File: config.mk
export PLATFORM = sky130hd
export DESIGN_NAME = sci_lin_status
export DESIGN_NICKNAME = d
export VERILOG_FILES = /design/src/pkg/sci_lin_pkg.sv /design/src/design/sci_lin_status.sv
export SDC_FILE = /design/constraint.sdc
export NUM_CORES = 1
export LEC_CHECK = 0
export ABC_AREA = 1
export BUFFER_PORTS_ARGS = -buffer_cell sky130_fd_sc_hd__buf_4
export CAP_MARGIN = 20
export CORE_ASPECT_RATIO = 1.75
export CORE_UTILIZATION = 52
export CTS_CLUSTER_DIAMETER = 200
export DETAILED_ROUTE_END_ITERATION = 8
export GPL_TIMING_DRIVEN = 0
export HOLD_SLACK_MARGIN = 0.12
export PLACE_DENSITY = 0.72
export SYNTH_ARGS = -nofsm -noshare
export SYNTH_HDL_FRONTEND = slang
export SYNTH_SLANG_ARGS = --single-unit
File: constraint.sdc
create_clock -name mclk_i -period 1.2 [get_ports mclk_i]
set_input_delay 0.06 -clock mclk_i [delete_from_list [all_inputs] [get_ports mclk_i]]
set_output_delay 0.06 -clock mclk_i [all_outputs]
set_load 0.02 [all_outputs]
File: src/pkg/sci_lin_pkg.sv
// Package with register map, status layout and carrier types of the serial status block.
package sci_lin_pkg;

   // ==========================================================================
   // Register map
   // ==========================================================================
   localparam logic [2:0] ADDR_STATUS    = 3'h0;
   localparam logic [2:0] ADDR_DATA      = 3'h1;
   localparam logic [2:0] ADDR_CTRL      = 3'h2;
   localparam logic [2:0] ADDR_BAUD      = 3'h3;
   localparam logic [2:0] ADDR_EXTPRE    = 3'h4;
   localparam logic [2:0] ADDR_LINCTRL   = 3'h5;
   localparam logic [2:0] ADDR_IRQ_STAT  = 3'h6;
   localparam logic [2:0] ADDR_IRQ_MASK  = 3'h7;

   // ==========================================================================
   // Status bit positions
   // ==========================================================================
   localparam int BIT_TX_EMPTY  = 7;
   localparam int BIT_TX_DONE   = 6;
   localparam int BIT_RX_READY  = 5;
   localparam int BIT_IDLE      = 4;
   localparam int BIT_HDR_ERR   = 3;

   // Control register 2 bit positions.
   localparam int BIT_TIE       = 7;
   localparam int BIT_TX_DONE_IRQ_ENABLE      = 6;
   localparam int BIT_RIE       = 5;
   localparam int BIT_IDLE_IRQ_ENABLE      = 4;

   // LIN control bit positions.
   localparam int BIT_LIN_MODE  = 0;
   localparam int BIT_AUTO_SYNC = 1;
   localparam int BIT_HDR_DET   = 2;
   localparam int BIT_SYNC_BLK  = 3;
   localparam int BIT_NINE_BIT  = 4;

   // ==========================================================================
   // Reset values and constants
   // ==========================================================================
   localparam logic [7:0] STATUS_RESET   = 8'hC0;
   localparam logic [7:0] CTRL_RESET     = 8'h00;
   localparam logic [7:0] MANT_RESET     = 8'h00;
   localparam logic [3:0] FRAC_RESET     = 4'h0;
   localparam logic [7:0] SYNC_BYTE      = 8'h55;
   localparam logic [7:0] MANT_OFF       = 8'h00;

   // Events from the transceiver core.
   typedef struct packed {
      logic       tx_moved;
      logic       tx_char_done;
      logic       tx_preamble;
      logic       rx_moved;
      logic       idle_seen;
      logic       overrun;
      logic       hdr_timeout;
      logic       sync_valid;
      logic [7:0] sync_byte;
      logic       in_header;
      logic       id_valid;
      logic [8:0] id_char;
   } core_event_type;

   // Register bus request.
   typedef struct packed {
      logic [2:0] addr;
      logic [7:0] wdata;
      logic       wr;
      logic       rd;
   } bus_req_type;

   typedef enum logic [1:0] {
      CLR_IDLE  = 2'b00,
      CLR_ARMED = 2'b01
   } clr_state_type;

endpackage : sci_lin_pkg

File: src/design/sci_lin_status.sv
// Status flags, LIN header error detection and LIN divider registers.
`timescale 1ns/1ps

// Behaviour
// - Invalid LIN header sets header error flag; interrupt when receive enable set.
// - Sync-field block flag must be cleared by software before header error clears.
// - Header error clears by status access then data register read.
// - Auto sync on or off: sync byte other than 55h sets header error.
// - Receive overrun sets header error, in or outside the header.
// - With header detect mode, header timeout also sets header error.
// - Identifier parity checked on two top bits, 8-bit or 9-bit word.
// - Bit 7 sets on buffer move; clears by status access then data write.
// - Bit 6 sets on data character done, not preamble; clears likewise.
// - Bit 5 sets on receive move; clears by status access then data read.
// - Bit 4 sets on idle; not again until receive ready has set.
// - Header error is bit 3, interrupts with receive enable; overrun also sets it.
// - In LIN mode mantissa sits at baud address, fraction at prescaler address.
// - Mantissa 01h..FFh used directly; in LIN mode 00h stops the serial clock.
// - Mantissa reads back as written, fraction as its four low bits; no bit set/clear writes.
// - Fraction register holds four low bits; upper four read zero.
module sci_lin_status
   import sci_lin_pkg::*;
(
   // Clock, reset, enable
   input  wire logic           mclk_i,
   input  wire logic           reset_n_i,
   input  wire logic           clk_en_i,
   // Register port
   input  wire logic [2:0]     addr_i,
   input  wire logic [7:0]     wdata_i,
   input  wire logic           wr_i,
   input  wire logic           rd_i,
   output logic      [7:0]     rdata_o,
   // Transceiver core events
   input  wire core_event_type core_ev_i,
   // Core control outputs
   output logic      [7:0]     mantissa_o,
   output logic      [3:0]     fraction_o,
   output logic                sci_clk_en_o,
   output logic                parity_err_o,
   output logic                irq_o
);

   // ==========================================================================
   // Registers
   // ==========================================================================
   logic [7:0]     status_q;
   logic [7:0]     ctrl_q;
   logic [7:0]     lin_ctrl_q;
   logic [7:0]     baud_q;
   logic [7:0]     extpre_q;
   logic [7:0]     mant_q;
   logic [3:0]     frac_q;
   logic [7:0]     data_q;
   logic [7:0]     irq_stat_q;
   logic [7:0]     irq_mask_q;
   logic           idle_armed_q;
   clr_state_type  clr_q;
   logic [7:0]     armed_q;
   bus_req_type    req;

   assign req = '{addr: addr_i, wdata: wdata_i, wr: wr_i, rd: rd_i};

   function automatic logic hit(input bus_req_type r, input logic [2:0] a);
      return (r.wr || r.rd) && (r.addr == a);
   endfunction : hit

   // Parity of LIN identifier: P0 = id0^id1^id2^id4, P1 = ~(id1^id3^id4^id5).
   function automatic logic [1:0] lin_parity(input logic [5:0] id);
      return {~(id[1] ^ id[3] ^ id[4] ^ id[5]), id[0] ^ id[1] ^ id[2] ^ id[4]};
   endfunction : lin_parity

   logic lin_mode;
   logic status_acc;
   logic data_rd;
   logic data_wr;
   logic hdr_err_ev;
   logic [7:0] set_ev;
   logic [7:0] clr_ev;

   assign lin_mode   = lin_ctrl_q[BIT_LIN_MODE];
   assign status_acc = hit(req, ADDR_STATUS);
   assign data_rd    = req.rd && (req.addr == ADDR_DATA);
   assign data_wr    = req.wr && (req.addr == ADDR_DATA);

   // ==========================================================================
   // Header error detection
   // ==========================================================================
   always_comb begin
      hdr_err_ev = core_ev_i.overrun;
      if (!lin_ctrl_q[BIT_AUTO_SYNC] && core_ev_i.sync_valid &&
          core_ev_i.sync_byte != SYNC_BYTE) begin
         hdr_err_ev = 1'b1;
      end
      if (lin_ctrl_q[BIT_HDR_DET] && core_ev_i.in_header && core_ev_i.hdr_timeout) begin
         hdr_err_ev = 1'b1;
      end
      if (lin_ctrl_q[BIT_AUTO_SYNC] && core_ev_i.sync_valid &&
          core_ev_i.sync_byte != SYNC_BYTE) begin
         hdr_err_ev = 1'b1;
      end
   end

   always_comb begin
      set_ev = 8'h00;
      set_ev[BIT_TX_EMPTY] = core_ev_i.tx_moved;
      set_ev[BIT_TX_DONE]  = core_ev_i.tx_char_done && !core_ev_i.tx_preamble;
      set_ev[BIT_RX_READY] = core_ev_i.rx_moved;
      set_ev[BIT_IDLE]     = core_ev_i.idle_seen && idle_armed_q;
      set_ev[BIT_HDR_ERR]  = hdr_err_ev;
   end

   // Clear: armed status access followed by the right data access.
   always_comb begin
      clr_ev = 8'h00;
      if (clr_q == CLR_ARMED) begin
         clr_ev[BIT_TX_EMPTY] = data_wr && armed_q[BIT_TX_EMPTY];
         clr_ev[BIT_TX_DONE]  = data_wr && armed_q[BIT_TX_DONE];
         clr_ev[BIT_RX_READY] = data_rd && armed_q[BIT_RX_READY];
         clr_ev[BIT_IDLE]     = data_rd && armed_q[BIT_IDLE];
         clr_ev[BIT_HDR_ERR]  = data_rd && armed_q[BIT_HDR_ERR] &&
                                !lin_ctrl_q[BIT_SYNC_BLK];
      end
   end

   // ==========================================================================
   // Status flags and clear sequencer
   // ==========================================================================
   always_ff @(posedge mclk_i or negedge reset_n_i) begin
      if (!reset_n_i) begin
         status_q <= STATUS_RESET;
      end else if (clk_en_i) begin
         status_q <= (status_q & ~clr_ev) | set_ev;
      end
   end

   always_ff @(posedge mclk_i or negedge reset_n_i) begin
      if (!reset_n_i) begin
         clr_q   <= CLR_IDLE;
         armed_q <= 8'h00;
      end else if (clk_en_i) begin
         if (status_acc && status_q != 8'h00) begin
            clr_q   <= CLR_ARMED;
            armed_q <= status_q;
         end else if (data_rd || data_wr) begin
            clr_q   <= CLR_IDLE;
            armed_q <= 8'h00;
         end
      end
   end

   always_ff @(posedge mclk_i or negedge reset_n_i) begin
      if (!reset_n_i) begin
         idle_armed_q <= 1'b1;
      end else if (clk_en_i) begin
         if (core_ev_i.rx_moved) begin
            idle_armed_q <= 1'b1;
         end else if (set_ev[BIT_IDLE]) begin
            idle_armed_q <= 1'b0;
         end
      end
   end

   // ==========================================================================
   // Identifier parity
   // ==========================================================================
   always_ff @(posedge mclk_i or negedge reset_n_i) begin
      if (!reset_n_i) begin
         parity_err_o <= 1'b0;
      end else if (clk_en_i && core_ev_i.id_valid) begin
         if (lin_ctrl_q[BIT_NINE_BIT]) begin
            parity_err_o <= core_ev_i.id_char[8:7] != lin_parity(core_ev_i.id_char[5:0]);
         end else begin
            parity_err_o <= core_ev_i.id_char[7:6] != lin_parity(core_ev_i.id_char[5:0]);
         end
      end
   end

   // ==========================================================================
   // Software registers
   // ==========================================================================
   always_ff @(posedge mclk_i or negedge reset_n_i) begin
      if (!reset_n_i) begin
         ctrl_q     <= CTRL_RESET;
         lin_ctrl_q <= CTRL_RESET;
         baud_q     <= CTRL_RESET;
         extpre_q   <= CTRL_RESET;
         mant_q     <= MANT_RESET;
         frac_q     <= FRAC_RESET;
         data_q     <= CTRL_RESET;
         irq_mask_q <= CTRL_RESET;
      end else if (clk_en_i && req.wr) begin
         unique case (req.addr)
            ADDR_DATA:     data_q     <= req.wdata;
            ADDR_CTRL:     ctrl_q     <= req.wdata;
            ADDR_LINCTRL:  lin_ctrl_q <= req.wdata;
            ADDR_IRQ_MASK: irq_mask_q <= req.wdata;
            ADDR_BAUD: begin
               if (lin_mode) mant_q <= req.wdata;
               else          baud_q <= req.wdata;
            end
            ADDR_EXTPRE: begin
               if (lin_mode) frac_q <= req.wdata[3:0];
               else          extpre_q <= req.wdata;
            end
            default: ;
         endcase
      end
   end

   // Interrupt status: set by status set event, write one to clear; set wins.
   always_ff @(posedge mclk_i or negedge reset_n_i) begin
      if (!reset_n_i) begin
         irq_stat_q <= 8'h00;
      end else if (clk_en_i) begin
         irq_stat_q <= (irq_stat_q &
                        ~((req.wr && req.addr == ADDR_IRQ_STAT) ? req.wdata : 8'h00))
                       | set_ev;
      end
   end

   logic [7:0] en_vec;
   always_comb begin
      en_vec = 8'h00;
      en_vec[BIT_TX_EMPTY] = ctrl_q[BIT_TIE];
      en_vec[BIT_TX_DONE]  = ctrl_q[BIT_TX_DONE_IRQ_ENABLE];
      en_vec[BIT_RX_READY] = ctrl_q[BIT_RIE];
      en_vec[BIT_IDLE]     = ctrl_q[BIT_IDLE_IRQ_ENABLE];
      en_vec[BIT_HDR_ERR]  = ctrl_q[BIT_RIE];
   end

   always_ff @(posedge mclk_i or negedge reset_n_i) begin
      if (!reset_n_i) begin
         irq_o <= 1'b0;
      end else if (clk_en_i) begin
         irq_o <= |(status_q & en_vec) | |(irq_stat_q & irq_mask_q);
      end
   end

   // ==========================================================================
   // Divider outputs and read port
   // ==========================================================================
   always_ff @(posedge mclk_i or negedge reset_n_i) begin
      if (!reset_n_i) begin
         mantissa_o   <= MANT_RESET;
         fraction_o   <= FRAC_RESET;
         sci_clk_en_o <= 1'b0;
      end else if (clk_en_i) begin
         mantissa_o   <= mant_q;
         fraction_o   <= frac_q;
         sci_clk_en_o <= !lin_mode || (mant_q != MANT_OFF);
      end
   end

   always_ff @(posedge mclk_i or negedge reset_n_i) begin
      if (!reset_n_i) begin
         rdata_o <= 8'h00;
      end else if (clk_en_i) begin
         rdata_o <= 8'h00;
         if (req.rd) begin
            unique case (req.addr)
               ADDR_STATUS:   rdata_o <= status_q;
               ADDR_DATA:     rdata_o <= data_q;
               ADDR_CTRL:     rdata_o <= ctrl_q;
               ADDR_BAUD:     rdata_o <= lin_mode ? mant_q : baud_q;
               ADDR_EXTPRE:   rdata_o <= lin_mode ? {4'h0, frac_q} : extpre_q;
               ADDR_LINCTRL:  rdata_o <= lin_ctrl_q;
               ADDR_IRQ_STAT: rdata_o <= irq_stat_q;
               ADDR_IRQ_MASK: rdata_o <= irq_mask_q;
               default:       rdata_o <= 8'h00;
            endcase
         end
      end
   end

   // ==========================================================================
   // Assertions
   // ==========================================================================
   tx_done_set_a: assert property (@(posedge mclk_i) disable iff (!reset_n_i)
      clk_en_i && core_ev_i.tx_char_done && !core_ev_i.tx_preamble |=> status_q[BIT_TX_DONE])
      else $error("transmit done not set");
   preamble_a: assert property (@(posedge mclk_i) disable iff (!reset_n_i)
      clk_en_i && core_ev_i.tx_preamble && !status_q[BIT_TX_DONE] && !core_ev_i.tx_char_done
      |=> !status_q[BIT_TX_DONE])
      else $error("transmit done set by preamble");
   sync_err_a: assert property (@(posedge mclk_i) disable iff (!reset_n_i)
      clk_en_i && core_ev_i.sync_valid && core_ev_i.sync_byte != SYNC_BYTE
      |=> status_q[BIT_HDR_ERR])
      else $error("bad sync byte not flagged");
   overrun_a: assert property (@(posedge mclk_i) disable iff (!reset_n_i)
      clk_en_i && core_ev_i.overrun |=> status_q[BIT_HDR_ERR])
      else $error("overrun not flagged");
   hdr_clear_a: assert property (@(posedge mclk_i) disable iff (!reset_n_i)
      $rose(status_q[BIT_HDR_ERR]) ##1 (!status_acc && !(data_rd || data_wr))[*2]
      |=> status_q[BIT_HDR_ERR])
      else $error("header error cleared without sequence");
   blocked_a: assert property (@(posedge mclk_i) disable iff (!reset_n_i)
      lin_ctrl_q[BIT_SYNC_BLK] && status_q[BIT_HDR_ERR] && !hdr_err_ev
      |=> status_q[BIT_HDR_ERR])
      else $error("header error cleared while blocked");
   rx_clear_a: assert property (@(posedge mclk_i) disable iff (!reset_n_i)
      clk_en_i && clr_q == CLR_ARMED && armed_q[BIT_RX_READY] && data_rd && !core_ev_i.rx_moved
      |=> !status_q[BIT_RX_READY])
      else $error("receive ready not cleared");
   clk_off_a: assert property (@(posedge mclk_i) disable iff (!reset_n_i)
      clk_en_i && lin_mode && mant_q == MANT_OFF |=> !sci_clk_en_o)
      else $error("serial clock runs with zero mantissa");
   frac_read_a: assert property (@(posedge mclk_i) disable iff (!reset_n_i)
      clk_en_i && req.rd && req.addr == ADDR_EXTPRE && lin_mode |=> rdata_o[7:4] == 4'h0)
      else $error("fraction upper bits not zero");

   hdr_err_c: cover property (@(posedge mclk_i) $rose(status_q[BIT_HDR_ERR]));
   clear_seq_c: cover property (@(posedge mclk_i) status_acc ##[1:2] data_rd);
   idle_c: cover property (@(posedge mclk_i) $rose(status_q[BIT_IDLE]));

endmodule : sci_lin_status

Word-level counts from Yosys, hierarchy flattened --
Index checks and enable logic that the tools add are counted.
Cells by class: eq/ne operators 11, muxes and demuxes 16, bitwise gates (word level) 17, reduce and logical (&&, ||, !) cells 45
Operators with widths (number):
- $pmux 8 s8 | 1
- $mux 8 | 6
- $and 8x8->8 | 4
- $logic_and 1x1->1 | 21
- $not 8->8 | 2
- $or 8x8->8 | 2
- $reduce_bool 8->1 | 2
- $reduce_or 8->1 | 2
- $eq 3x3->1 const B | 4
- $reduce_and 2->1 | 6
- $reduce_and 3->1 | 4
- $ne 8x7->1 const B | 1
- $eq 3x2->1 const B | 2
- $mux 1 | 6
- $xor 1x1->1 | 6
- $mux 5 | 1
- $logic_not 1->1 | 4
- $mux 2 | 2
- $ne 2x2->1 | 2
- $reduce_bool 2->1 | 2
- $eq 3x1->1 const B | 1
- $logic_not 3->1 | 1
- $logic_or 1x1->1 | 3
- $eq 2x1->1 const B | 1
- 2 further kinds | 3
Word-level totals: register bits after elaboration 110, input port bits 43, output and inout bits 23, word-level logic and storage cells 108

Logic depth before layout (Yosys ltp) --
word-level depth 8, gate-level depth with buffers 10, gate-level depth less buffers 10

Worst setup path before layout --
Ideal clock, no wire load.
path kind register to register, start register lin_ctrl_q[0], end register rdata_o[7], setup time 0.116 ns, data arrival time 1.133 ns, data required time 1.084 ns, setup slack -0.050 ns, stages on the path, launching flop included 10, path buffers 1, period minus slack after synthesis 1.250 ns, cells stage by stage dfrtp_1 > inv_1 > clkbuf_1 > o21ai_0 > nand2_1 > nand2_1 > nor2_1 > nand3_1 > nand2_1 > nand2_1
Between the ends: longest elaborated chain between the ends 3, elaborated cells on any way between the ends 4, those cells by class mux (4)
RTL lines:
- start, declared | RTL line sci_lin_status.sv:49 | logic [7:0] lin_ctrl_q;
- start signal, assigned | RTL line sci_lin_status.sv:196 | ADDR_LINCTRL: lin_ctrl_q <= req.wdata;
- $mux 8 (on tied branches) | RTL line sci_lin_status.sv:266, sci_lin_status.sv:265
- $pmux 8 s8 * | RTL line sci_lin_status.sv:261 | unique case (req.addr)
- $mux 8 * | RTL line sci_lin_status.sv:260 | if (req.rd) begin
- end signal, assigned | RTL line sci_lin_status.sv:262 | ADDR_STATUS: rdata_o <= status_q;
- end signal, assigned | RTL line sci_lin_status.sv:266 | ADDR_EXTPRE: rdata_o <= lin_mode ? {4'h0, frac_q} : extpre_q;
- end signal, assigned | RTL line sci_lin_status.sv:267 | ADDR_LINCTRL: rdata_o <= lin_ctrl_q;
- end, declared | RTL line sci_lin_status.sv:33 | output logic [7:0] rdata_o,
Every way passes the cells marked *; elsewhere a longest branch is shown, timed or not. A chain may end at the register's enable or synchronous reset.

Worst setup path in the final report --
start register lin_ctrl_q[0], end register rdata_o[3]
The elaborated chain is that of the path after synthesis.

==> flow_metrics.py <==
metrics = {
    "grt": {
        "antenna_found_initial": 0,
        "overflow": 0,
        "grt.total_usage_pct": 30.7,
        "grt_pass1_vias": 4403,
        "grt_max_degree": 62,
        "grt_pass1_wl_mm": 21.5,
    },
    "synth": {
        "synth_area_leaders": "dfrtp_1 51%, nand2_1 18%, o21ai_0 9.8%",
        "avgSynthCellArea_um2": 7.79,
        "ys_seq_elements": 103,
        "ys_types": 32,
        "syn_area_um2": 4870,
        "ys_warn_count": 0,
        "synth_seq_area_share_pct": 53.0,
        "synth_fp_nets": 668,
        "synth_top_area_share_pct": 51.4,
        "ys_async_sr_fraction_pct": 100,
        "yosysTopAreaCell": "dfrtp_1",
        "synthCells": 625,
        "synth_edf_count": 0,
        "synthFlopType": "dfrtp_1",
    },
    "clock_tree": {
        "clk_latency_ps": 350,
        "cts_tree": "done",
        "clock_sinks": 103,
        "cts_buffers": 9,
        "clockBufferDepth": 2,
        "clkSlewWorstSetupHoldPaths_ps": 70,
        "cts-htree-levels": 3,
        "cts-root-buf": "clkbuf_16",
    },
    "timing": {
        "tns_ps": -1020,
        "fin_skew_ps": 6.07,
        "hold_viol": 0,
        "rsz0062_at_grt": "true",
        "slew_violations": 0,
        "worst_slew_pin_slew_ps": 583,
        "fin_crit_ps": 1310,
        "clock.fmax_mhz": 762,
        "finalSetupViolations": 22,
        "setup_slack_ps": -113,
        "slew_headroom_pct": 61.1,
        "fin_crit_sh_pct": 109,
    },
    "routing": {
        "routed_wl_mm": 14.0,
        "vias_per_cell": 5.37,
        "wire_per_inst_um": 16.4,
        "drt_first_pass_iters": 5,
        "vias": 4566,
        "drc_errors": 0,
        "drtIter0Drc": 408,
        "antenna_left": 0,
    },
    "min_path": {
        "min-delay-path-class": "in -> reg",
    },
    "job": {
        "cap_viol_max_count": 0,
    },
    "worst_setup_path": {
        "arrival_ps": 1560,
        "cp.required_ps": 1450,
        "end_kind": "register",
        "path_class": "reg -> reg",
        "critPathMaxFanout": 5,
        "cp-start-kind": "register",
    },
    "outcome": {
        "violations": "setup timing",
        "outcome": "complete, but fails checks",
    },
    "power": {
        "leakagePower_nw": 3.24,
        "power_density_nw_per_um2": 1550,
        "max-vdd-ir-drop_v": 0.000977,
    },
    "cells_and_area": {
        "area_delta_synth_final_pct": 28.4,
        "final_cells": 851,
        "drive_above_1_share_pct": 20.5,
        "antennaDiodeCount": 0,
        "num-nets-final": 769,
    },
    "floorplan": {
        "io_pins": 66,
        "die_x_um": 75.1,
        "dieArea_um2": 9760,
        "dieHeight_um": 130,
        "core_um2": 9090,
        "start_util_pct": 53.5,
        "num_rows": 46,
    },
    "place": {
        "io_buffers": 64,
        "gp_congestion": 0.929,
        "hpwl_mm": 9.91,
        "dp_cells": 810,
    },
}
-- critical path, stage by stage (launching register included) --
cell,delay [ps]
dfrtp_1,420
inv_4,80
buf_4,140
nand2_2,40
nand2_1,50
nand2_1,80
nand2_2,80
nor2_4,110
nand3_2,90
nand2_1,70
nand2_1,40
-- sequential cells by signal, indices dropped and copies added, names as in the netlist, 5 cells and up --
register	flops
armed_q	5
baud_q	8
ctrl_q	8
data_q	8
extpre_q	8
irq_mask_q	8
irq_stat_q	8
lin_ctrl_q	8
mant_q	8
mantissa_o	8
rdata_o	8
status_q	5
-- final timing paths --
kind / startpoint / end / slack, ps / cells past startpoint
max: lin_ctrl_q[0]$_DFFE_PN0P_ / rdata_o[3]$_DFFE_PN0P_ / -110 / 10
min: clk_en_i / sci_clk_en_o$_DFFE_PN0P_ / 90 / 3
max reg2reg: lin_ctrl_q[0]$_DFFE_PN0P_ / rdata_o[3]$_DFFE_PN0P_ / -110 / 10
min reg2reg: idle_armed_q$_DFFE_PN1P_ / idle_armed_q$_DFFE_PN1P_ / 470 / 2
max in group asynchronous: reset_n_i / status_q[7]$_DFFE_PN1P_ / 210 / 3
min in group asynchronous: reset_n_i / lin_ctrl_q[2]$_DFFE_PN0P_ / 260 / 2
-- metal layers --
metal  wire length [um]  share of wire [%]  vias to the layer above  GRT usage, %
li1                   -                  -                     2187             -
met1               5490                 39                     2158          36.8
met2               7060                 51                      177          52.2
met3                812                5.8                       44          4.79
met4                604                4.3                        0          16.2
met5                  0                  0                        -             0
-- kinds of logic after synthesis --
logic type / share of synthesized area (%)
buf+inv: 7.84
simple gates: 26.0
xor+xnor: 0.180
flops: 53.0
compound gates: 13.0
-- layout make-up --
| cell class | instances | area [um^2] |
|---|---|---|
| fillers | 795 | 2850 |
| well taps | 120 | 150 |
| clock buffers | 9 | 225 |
| clock inverters | 7 | 61.3 |
| multi-input cells | 428 | 2050 |
| flip-flops and latches | 103 | 2580 |
| plain buffers | 14 | 125 |
| inverters | 80 | 303 |
| repair buffers | 90 | 752 |
-- Yosys cell counts (2+ instances only) --
cell	instances
inv_1	77
o22ai_1	7
nand3b_1	2
nand3_1	20
nand4_1	2
dfstp_2	3
clkbuf_1	7
inv_2	3
a21oi_1	14
buf_2	2
buf_6	2
nor2_4	3
dfrtp_1	100
nand2_1	230
nor2_1	31
nand3_2	2
buf_4	3
nand2_2	4
nor3_1	6
o21ai_0	95
-- cells in the final DEF, fill, tap and decap left out, types with 2 or more instances in the layout --
cell,n
buf_8,5
o21ai_1,12
clkbuf_16,9
nor2_4,5
o21ai_2,4
dlygate4sd3_1,18
o21ai_0,79
buf_6,3
inv_1,75
nor2_1,29
inv_6,3
buf_4,72
nand3_1,18
nand2_2,18
nand2_4,4
nor3_2,2
a21oi_1,14
nor3_1,4
o22ai_1,5
dfstp_2,3
inv_2,4
dfrtp_1,100
nand2_1,213
o22ai_2,2
nand3_2,3
clkinvlp_4,2
clkbuf_1,4
nand4_1,2
nand3_4,2
nand3b_1,2
-- metrics by stage --
stage	utilization, %	power, W	setup WS [ps]	hold slack, ps	area [um^2]
2_1_floorplan	-	0.00570	-10.4	-236	4870
3_3_place_gp	60.5	0.00645	-243	280	5500
3_5_place_dp	60.8	0.00654	-262	94.2	5530
4_1_cts	67.3	0.00955	-85.0	94.2	6120
5_1_grt	68.7	0.0102	-203	133	6250
6_report	68.7	0.00971	-113	94.7	6250
-- power by group --
part           internal [W]  switching, W
combinational      0.000957       0.00135
clock               0.00145       0.00138
sequential          0.00414      0.000438
total               0.00655       0.00316
-- repair_timing --
item,in CTS,in global routing
buffers inserted,3,3
setup endpoints to repair,31,39
gates resized for setup,33,40
cloned,1,0
hold buffers,19,0
pin swaps,16,13
endpoints found under the hold margin,78,0
(Power assumes the default switching activity.)
